File: src/logic/rcr_map.vh
// register map, field positions and reset defaults of the rail control register bank
// included by the bank module; definitions only
`ifndef RCR_MAP_VH
`define RCR_MAP_VH

`define RCR_ADDR_W           8
`define RCR_OFS_STEP5        8'h26
`define RCR_OFS_STEP6        8'h27
`define RCR_OFS_LDO2         8'h28

`define RCR_SLP_HI           5
`define RCR_SLP_LO           4
`define RCR_PWM_BIT          1
`define RCR_EN_BIT           0
`define RCR_SLP_OFF          2'h0
`define RCR_SLP_ON           2'h3

// writable bits: 5:0 in every register, 7:6 read as zero
`define RCR_WR_MASK          8'h3F

// factory defaults, overridable per variant by module parameters
`define RCR_RST_STEP5        8'h0F
`define RCR_RST_STEP6        8'h0D
`define RCR_RST_LDO2         8'h0C

`endif

File: src/logic/rcr_bank.v
// rail control register bank: three 8-bit control registers for two step-down rails and one ldo rail
// assumes a serial management front end on clk delivering byte writes/reads; control pins are asynchronous
//
// Functional notes
// - sleep field 5:4: 00 normal code always, 11 sleep code while sleep pin low
// - each rail's sleep pin is factory chosen: control input three or six
// - step-down bit 1: 0 automatic mode, 1 forced pwm mode
// - bit 0 is software enable; 0 forces rail off regardless of control pins
// - registers decoded at 26h, 27h, 28h; reset values are factory parameters
`timescale 1ns/100ps
`include "rcr_map.vh"

module rcr_bank #(
	parameter [7:0] RST_STEP5   = `RCR_RST_STEP5,
	parameter [7:0] RST_STEP6   = `RCR_RST_STEP6,
	parameter [7:0] RST_LDO2    = `RCR_RST_LDO2,
	parameter [2:0] SLP_PIN_SEL = 3'h0,
	parameter [2:0] CTL_SEL5    = 3'h0,
	parameter [2:0] CTL_SEL6    = 3'h1,
	parameter [2:0] CTL_SEL_LDO = 3'h2
) (
	input  wire       clk,
	input  wire       rst_b,
	input  wire       reg_wr,
	input  wire       reg_rd,
	input  wire [7:0] reg_addr,
	input  wire [7:0] reg_wdata,
	output reg  [7:0] reg_rdata,
	output reg        reg_hit,
	input  wire [5:0] control_input_pins,
	output reg  [2:0] rail_run,
	output reg  [2:0] rail_use_sleep_code,
	output reg  [1:0] rail_pwm_force
);

////////////////////////////////////////////////////////////////////////////////
// control pin synchronisers; SLP_PIN_SEL bit n picks sleep pin for rail n (0: input three, 1: input six)

reg  [5:0] pin_meta_r;
reg  [5:0] pin_sync_r;

always @(posedge clk or negedge rst_b)
begin
	if (!rst_b)
		pin_meta_r <= 6'h00;
	else
		pin_meta_r <= control_input_pins;
end

// only the second stage feeds logic; the first may still be settling
always @(posedge clk or negedge rst_b)
begin
	if (!rst_b)
		pin_sync_r <= 6'h00;
	else
		pin_sync_r <= pin_meta_r;
end

wire control_in_three_sleep_one = pin_sync_r[2];
wire control_in_six_sleep_two   = pin_sync_r[5];

////////////////////////////////////////////////////////////////////////////////
// register storage

reg  [7:0] step_down_five_control_r;
reg  [7:0] step_down_six_control_r;
reg  [7:0] low_dropout_two_control_r;
reg  [7:0] step_down_five_control_nxt;
reg  [7:0] step_down_six_control_nxt;
reg  [7:0] low_dropout_two_control_nxt;

wire sel5 = (reg_addr == `RCR_OFS_STEP5);
wire sel6 = (reg_addr == `RCR_OFS_STEP6);
wire sel2 = (reg_addr == `RCR_OFS_LDO2);

// reserved bits stay writable as the host must rewrite them; no hardware enforces the value
always @*
begin
	step_down_five_control_nxt  = step_down_five_control_r;
	step_down_six_control_nxt   = step_down_six_control_r;
	low_dropout_two_control_nxt = low_dropout_two_control_r;
	if (reg_wr)
	begin
		if (sel5)
		begin
			step_down_five_control_nxt = reg_wdata & `RCR_WR_MASK;
		end
		if (sel6)
		begin
			step_down_six_control_nxt = reg_wdata & `RCR_WR_MASK;
		end
		if (sel2)
		begin
			low_dropout_two_control_nxt = reg_wdata & `RCR_WR_MASK;
		end
	end
end

// reset image is the variant's factory setting with 7:6 cleared
always @(posedge clk or negedge rst_b)
begin
	if (!rst_b)
	begin
		step_down_five_control_r  <= RST_STEP5 & `RCR_WR_MASK;
		step_down_six_control_r   <= RST_STEP6 & `RCR_WR_MASK;
		low_dropout_two_control_r <= RST_LDO2 & `RCR_WR_MASK;
	end
	else
	begin
		step_down_five_control_r  <= step_down_five_control_nxt;
		step_down_six_control_r   <= step_down_six_control_nxt;
		low_dropout_two_control_r <= low_dropout_two_control_nxt;
	end
end

////////////////////////////////////////////////////////////////////////////////
// read path; unmapped offsets return zero with reg_hit low

reg  [7:0] reg_rdata_nxt;
reg        reg_hit_nxt;

// read data holds between reads so a slow front end can pick it up late
always @*
begin
	reg_rdata_nxt = reg_rdata;
	reg_hit_nxt   = 1'b0;
	if (reg_rd)
	begin
		reg_hit_nxt = sel5 | sel6 | sel2;
		case (reg_addr)
			`RCR_OFS_STEP5:
			begin
				reg_rdata_nxt = step_down_five_control_r;
			end
			`RCR_OFS_STEP6:
			begin
				reg_rdata_nxt = step_down_six_control_r;
			end
			`RCR_OFS_LDO2:
			begin
				reg_rdata_nxt = low_dropout_two_control_r;
			end
			default:
			begin
				reg_rdata_nxt = 8'h00;
			end
		endcase
	end
end

always @(posedge clk or negedge rst_b)
begin
	if (!rst_b)
	begin
		reg_rdata <= 8'h00;
		reg_hit   <= 1'b0;
	end
	else
	begin
		reg_rdata <= reg_rdata_nxt;
		reg_hit   <= reg_hit_nxt;
	end
end

////////////////////////////////////////////////////////////////////////////////
// per-rail outputs: run and sleep from one generate loop over the three rails, pwm force for the two step-down rails

wire [23:0] ctl_all = {low_dropout_two_control_r, step_down_six_control_r, step_down_five_control_r};
wire [8:0]  ctl_sel = {CTL_SEL_LDO, CTL_SEL6, CTL_SEL5};
wire [2:0]  run_nxt;
wire [2:0]  slp_nxt;

genvar g;
generate
	for (g = 0; g < 3; g = g + 1)
	begin : g_rail
		wire [7:0] cr      = ctl_all[g*8 +: 8];
		wire       slp_pin = SLP_PIN_SEL[g] ? control_in_six_sleep_two : control_in_three_sleep_one;
		wire [1:0] slp_fld = cr[`RCR_SLP_HI:`RCR_SLP_LO];
		// reserved codes 01/10 treated as disabled so a stray write never enters sleep
		wire       slp_on  = (slp_fld == `RCR_SLP_ON);
		wire       en_bit  = cr[`RCR_EN_BIT];
		wire       ctl_pin = pin_sync_r[ctl_sel[g*3 +: 3]];
		assign slp_nxt[g] = slp_on & ~slp_pin;
		assign run_nxt[g] = en_bit & ctl_pin;
	end
endgenerate

always @(posedge clk or negedge rst_b)
begin
	if (!rst_b)
	begin
		rail_run            <= 3'h0;
		rail_use_sleep_code <= 3'h0;
	end
	else
	begin
		rail_run            <= run_nxt;
		rail_use_sleep_code <= slp_nxt;
	end
end

// the ldo rail has no mode bit, so only the two step-down rails get one
wire [1:0] pwm_nxt = {step_down_six_control_r[`RCR_PWM_BIT],
	step_down_five_control_r[`RCR_PWM_BIT]};

always @(posedge clk or negedge rst_b)
begin
	if (!rst_b)
		rail_pwm_force <= 2'h0;
	else
		rail_pwm_force <= pwm_nxt;
end

endmodule // rcr_bank

File: config.mk
export PLATFORM = sky130hd
export DESIGN_NAME = rcr_bank
export DESIGN_NICKNAME = d
export VERILOG_FILES = /design/src/logic/rcr_bank.v
export VERILOG_INCLUDE_DIRS = /design/src /design/src/logic
export SDC_FILE = /design/constraint.sdc
export NUM_CORES = 1
export LEC_CHECK = 0
export BUFFER_PORTS_ARGS = -buffer_cell sky130_fd_sc_hd__buf_2
export CAP_MARGIN = 40
export CORE_ASPECT_RATIO = 0.9
export CORE_MARGIN = 5
export CORE_UTILIZATION = 40
export CTS_CLUSTER_DIAMETER = 100
export CTS_CLUSTER_SIZE = 16
export DETAILED_ROUTE_END_ITERATION = 10
export SLEW_MARGIN = 25
export SYNTH_ARGS = -nofsm -noshare
export SYNTH_HDL_FRONTEND = slang
export SYNTH_SLANG_ARGS = --single-unit
File: constraint.sdc
create_clock -name clk -period 1.3 [get_ports clk]
set_clock_uncertainty 0.2 [all_clocks]
set_input_delay 0.13 -clock clk [delete_from_list [all_inputs] [get_ports clk]]
set_output_delay 0.13 -clock clk [all_outputs]
set_load 0.02 [all_outputs]
* Word-level counts from Yosys, hierarchy flattened
Index checks and enable logic that the tools add are counted.
Cells by class: add/sub/neg operators 0, $mul 0, divide/modulo/power cells 0, $lt $le $gt $ge 0, equal/unequal tests 6, shift operators 0, muxes and demuxes 2, bitwise gates (word level) 9, reductions and logical operators 3
Operators by type and width (count):
- $eq A8 B6 Y1 const B | 3
- $pmux W6 S3 | 1
- $and A1 B1 Y1 | 6
- $eq A2 B2 Y1 const B | 3
- $reduce_and A2 Y1 | 3
- $or A1 B1 Y1 | 2
- $mux W1 | 1
- $not A1 Y1 | 1
Word-level totals: register bits 41, latch bits 0, memory bits (writable) 0, ROM bits 0, logic and storage cells 30, memories kept 0

* Logic depth before layout (Yosys ltp)
word-level depth 4, depth in mapped cells 5, mapped depth without buffers 3

* Worst setup path before layout
No wires, ideal clock.
path kind input to register, start input reg_addr[0], end register low_dropout_two_control_r[0], in the netlist g_rail[2].cr[0], setup time 125 ps, arrival 1109 ps, data required time 975 ps, slack -133 ps, cell stages on the path 4, buffers on the path 1, cells stage by stage buf_6 nor4b_4 nand3_1 mux2_2
On the way: cells in the longest elaborated chain, start to end 2
Ends and longest elaborated chain:
- start: declaration | RTL line rcr_bank.v:26 | input wire [7:0] reg_addr,
- $eq A8 B6 Y1
- $reduce_and A2 Y1 (no source line)
- end signal: assignment | RTL line rcr_bank.v:106 | low_dropout_two_control_r <= RST_LDO2 & `RCR_WR_MASK;
- end signal: assignment | RTL line rcr_bank.v:112 | low_dropout_two_control_r <= low_dropout_two_control_nxt;
- end: declaration | RTL line rcr_bank.v:67 | reg [7:0] low_dropout_two_control_r;
Every way passes these cells. A chain may end at the register's enable or synchronous reset.

* Worst setup path in the final report
start input reg_addr[6], end register low_dropout_two_control_r[4], in the netlist g_rail[2].cr[4]
The elaborated chain is that of the path after synthesis.

==> results.md <==
* Post-synthesis average cell area at 14.4 um2
* Clock tree from TritonCTS: yes
* Most frequent standard cell in the layout excluding fill and tap cells: sky130_fd_sc_hd__buf_2
* Width of the die at 75.4 um
* Number of maximum-capacitance violations at 0
* Initial cell density of the core at 41.3%
* Sum Neg Setup Slack at 0 ps
* Switching power summed over all nets at 0.510 mW
* Antenna fix cells at 0
* Number of nets in the layout at 191
* Wire per inst at 14.5 um
* Peak fanout along the critical path at 6
* Mapped Area at 1540 um2
* Fraction of layout instances using a drive strength above 1 at 50.6%
* Post-Route WL at 3.08 mm
* Worst Tran Pin Value at 631 ps
* Arrival time reported for the critical path endpoint at 1230 ps
* Relative contribution of sequential cells to total power at 57.1%
* Post-synthesis to final-layout area growth at 33.3%
* Initial antenna violation count at 0
* Critical path launch point type: input pin
* HP Class: input pin to flop
* Shortest clock period the worst path allows after layout at 1260 ps
* DRT iter0 DRCs at 45
* Sink count of the clock tree at 39
* Synth warn at 0
* First-pass GRT wire length at 5.16 mm
* Sequential-to-total area share from yosys stat at 64.1%
* Cell variety after synth at 23
* Total cell area at the placement stage at 1840 um2
* GR Util All Layers at 13.7%
* Count of mapped cells out of synthesis at 107
* Synth top area share at 48.7%
* IR drop worst, VDD at 0.000715 V
* Reg2reg start: g_rail[1].cr[5]
* LEAKAGE at 0.988 nW
* Peak clock frequency supported by timing at 796 MHz
* Final cell area excluding filler cells at 2050 um2
* Post-detailed-route DRC marker count at 0
* Port bufs at 35
* Initial DRT Pass Iterations at 4
* Vias per inst at 4.97
* Total of endpoints with negative setup slack in the final report at 0
* Endpoints failing hold at 0
* Clock transition at the registers of the reported paths at 70 ps
* Setup Fix Bufs, Post-CTS at 0
* Crit path kind: input pin to flop
* Number of vias after detailed routing at 1,054
* Routability cong. at 0.789
* Combinational share of power at 8.8%
* Detail Route Antenna Nets at 0
* Util after Layout at 55.0%
* Clock power frac at 34.1%
* Number of instances on the worst hold path at 4
* Clock insertion delay at the later pin of the skew report at 290 ps
* Termination of the worst setup path: g_rail[2].cr[4]
* Internal reg-to-reg setup slack at 50 ps
* Endpoint of the worst-slack reg-to-reg timing path: reg_rdata[5]
* Largest area contributor in the synthesized netlist: sky130_fd_sc_hd__dfrtp_1
* Final global-route overflow total at 0
* Die area at 5190 um2
* Switching part of the total at 22.6%
* Highest-count cells in the layout ignoring fill and taps: sky130_fd_sc_hd__buf_2, sky130_fd_sc_hd__dfrtp_1, sky130_fd_sc_hd__mux2_2
* Num CTS Buffers at 5
* Max transition margin at 57.8%
* Height of the die at 68.9 um
* Endpoint type of the worst setup path: flop
* Number of flip-flops and latches in the synthesized netlist at 39
* Launching instance or port of the critical path: reg_addr[6]
* Biggest area contributors in the synthesized netlist: sky130_fd_sc_hd__dfrtp_1, sky130_fd_sc_hd__dfstp_2, sky130_fd_sc_hd__mux2_2
* Count of H-tree levels built during CTS at 2
* RSZ-0062 raised after global routing: yes
* Worst endpoint required time at 1270 ps
* Cell internal pwr at 1.74 mW
* Outcome: finished, final reports clean
* Maximum clock path buffer count at 2
* Worst R2R Path Depth at 3
* Buffer cell driving the clock tree root: sky130_fd_sc_hd__clkbuf_8
* Pin count of the biggest net entering global routing at 40
* Std cell rows at 21
* Vias in the first global route at 1,062
* Area of the core region at 3730 um2
* Final clock period utilization by the worst path at 96.6%
* HPWL Detailed at 2.26 mm
* Final Max Tran Viols at 0
* IO Pins at 43
* Power density of the placed cells at 1100 nW/um2
[synth_stat cells]
cell,instances
sky130_fd_sc_hd__nor2_1,5
sky130_fd_sc_hd__a22oi_1,6
sky130_fd_sc_hd__nand4b_1,1
sky130_fd_sc_hd__buf_2,1
sky130_fd_sc_hd__nor3b_1,1
sky130_fd_sc_hd__buf_4,2
sky130_fd_sc_hd__nor4b_4,2
sky130_fd_sc_hd__nand2b_1,4
sky130_fd_sc_hd__and2_1,3
sky130_fd_sc_hd__buf_6,1
sky130_fd_sc_hd__and3b_1,1
sky130_fd_sc_hd__mux2_2,20
sky130_fd_sc_hd__nand3b_1,1
sky130_fd_sc_hd__inv_1,2
sky130_fd_sc_hd__dfstp_2,9
sky130_fd_sc_hd__dfrtp_1,30
sky130_fd_sc_hd__nand4_1,1
sky130_fd_sc_hd__conb_1,1
sky130_fd_sc_hd__nand2_1,4
sky130_fd_sc_hd__clkbuf_1,1
sky130_fd_sc_hd__o22ai_1,2
sky130_fd_sc_hd__o221ai_1,4
sky130_fd_sc_hd__nand3_1,5
[cell families (layout without fill, tap and decap cells)]
logic type | count (synthesis) | after routing | share of synthesized area [%]
AOI/OAI and AO/OA | 12 | 12 | 6.01
buffers and inverters | 7 | 65 | 2.76
DFF | 39 | 39 | 64.1
muxes | 20 | 20 | 14.6
other | 1 | 2 | 0.243
and+or+nand+nor | 28 | 28 | 12.3
[timing repair]
item | CTS | global route
endpoints found under the setup margin | 0 | 9
hold endpoints to repair | 62 | 0
gates resized for setup | 0 | 5
hold buffers | 11 | 0
[power groups by stage]
stage	Sequential, mW	Combinational, mW	Clock [mW]
finish	1.29	0.198	0.770
floorplan	1.31	0.0685	0
detailed placement	1.31	0.173	0
global placement	1.31	0.168	0
CTS	1.29	0.198	0.798
global route	1.29	0.218	0.845
[area by class of cell]
| class | count | area [um2] |
|---|---|---|
| fillers | 327 | 1680 |
| clock inverters | 1 | 5.00 |
| repair buffers | 55 | 385 |
| multi-input cells | 62 | 534 |
| flip-flops and latches | 39 | 987 |
| clock buffers | 7 | 76.3 |
| inverters | 2 | 7.51 |
| well taps | 46 | 57.6 |
[flip-flops by register name, summed over array words and instances, names as in the netlist]
name	cells
g_rail.cr	18
reg_rdata	6
pin_meta_r	3
pin_sync_r	3
rail_run	3
rail_use_sleep_code	3
rail_pwm_force	2
reg_hit	1
[how the worst min path moves through the flow]
stage                start              end  slack [ps]
2_1_floorplan        rst_b  g_rail[0].cr[4]        -370
3_3_place_gp         rst_b      rail_run[1]         -90
3_5_place_dp         rst_b      rail_run[1]         -90
4_1_cts        reg_addr[4]          reg_hit         110
5_1_grt        reg_addr[4]          reg_hit          60
6_report       reg_addr[7]          reg_hit          50
[routing by layer]
layer / part of all wire, % / GRT usage [%]
met1: 43 / 17.9
met4: 1.0 / 4.37
met5: 0 / 0
met3: 6.8 / 5.65
met2: 49 / 20.8
[worst max-delay path, stage by stage]
cell and delay [ps]:
sky130_fd_sc_hd__buf_2 120, sky130_fd_sc_hd__nor4b_4 380, sky130_fd_sc_hd__buf_4 190, sky130_fd_sc_hd__nand3_4 110, sky130_fd_sc_hd__mux2_2 300
[through the flow]
step / power [mW] / hold WS, ps / instances / worst slack, ps
after floorplan: 1.38 / -366 / 108 / -118
after global placement: 1.48 / -91.5 / 193 / -233
after detailed placement: 1.48 / -91.0 / 193 / -288
after CTS: 2.28 / 108 / 212 / 11.9
after global routing: 2.36 / 58.1 / 212 / -14.3
final: 2.25 / 50.4 / 212 / 44.2
Power figures use the tool's default switching activity.
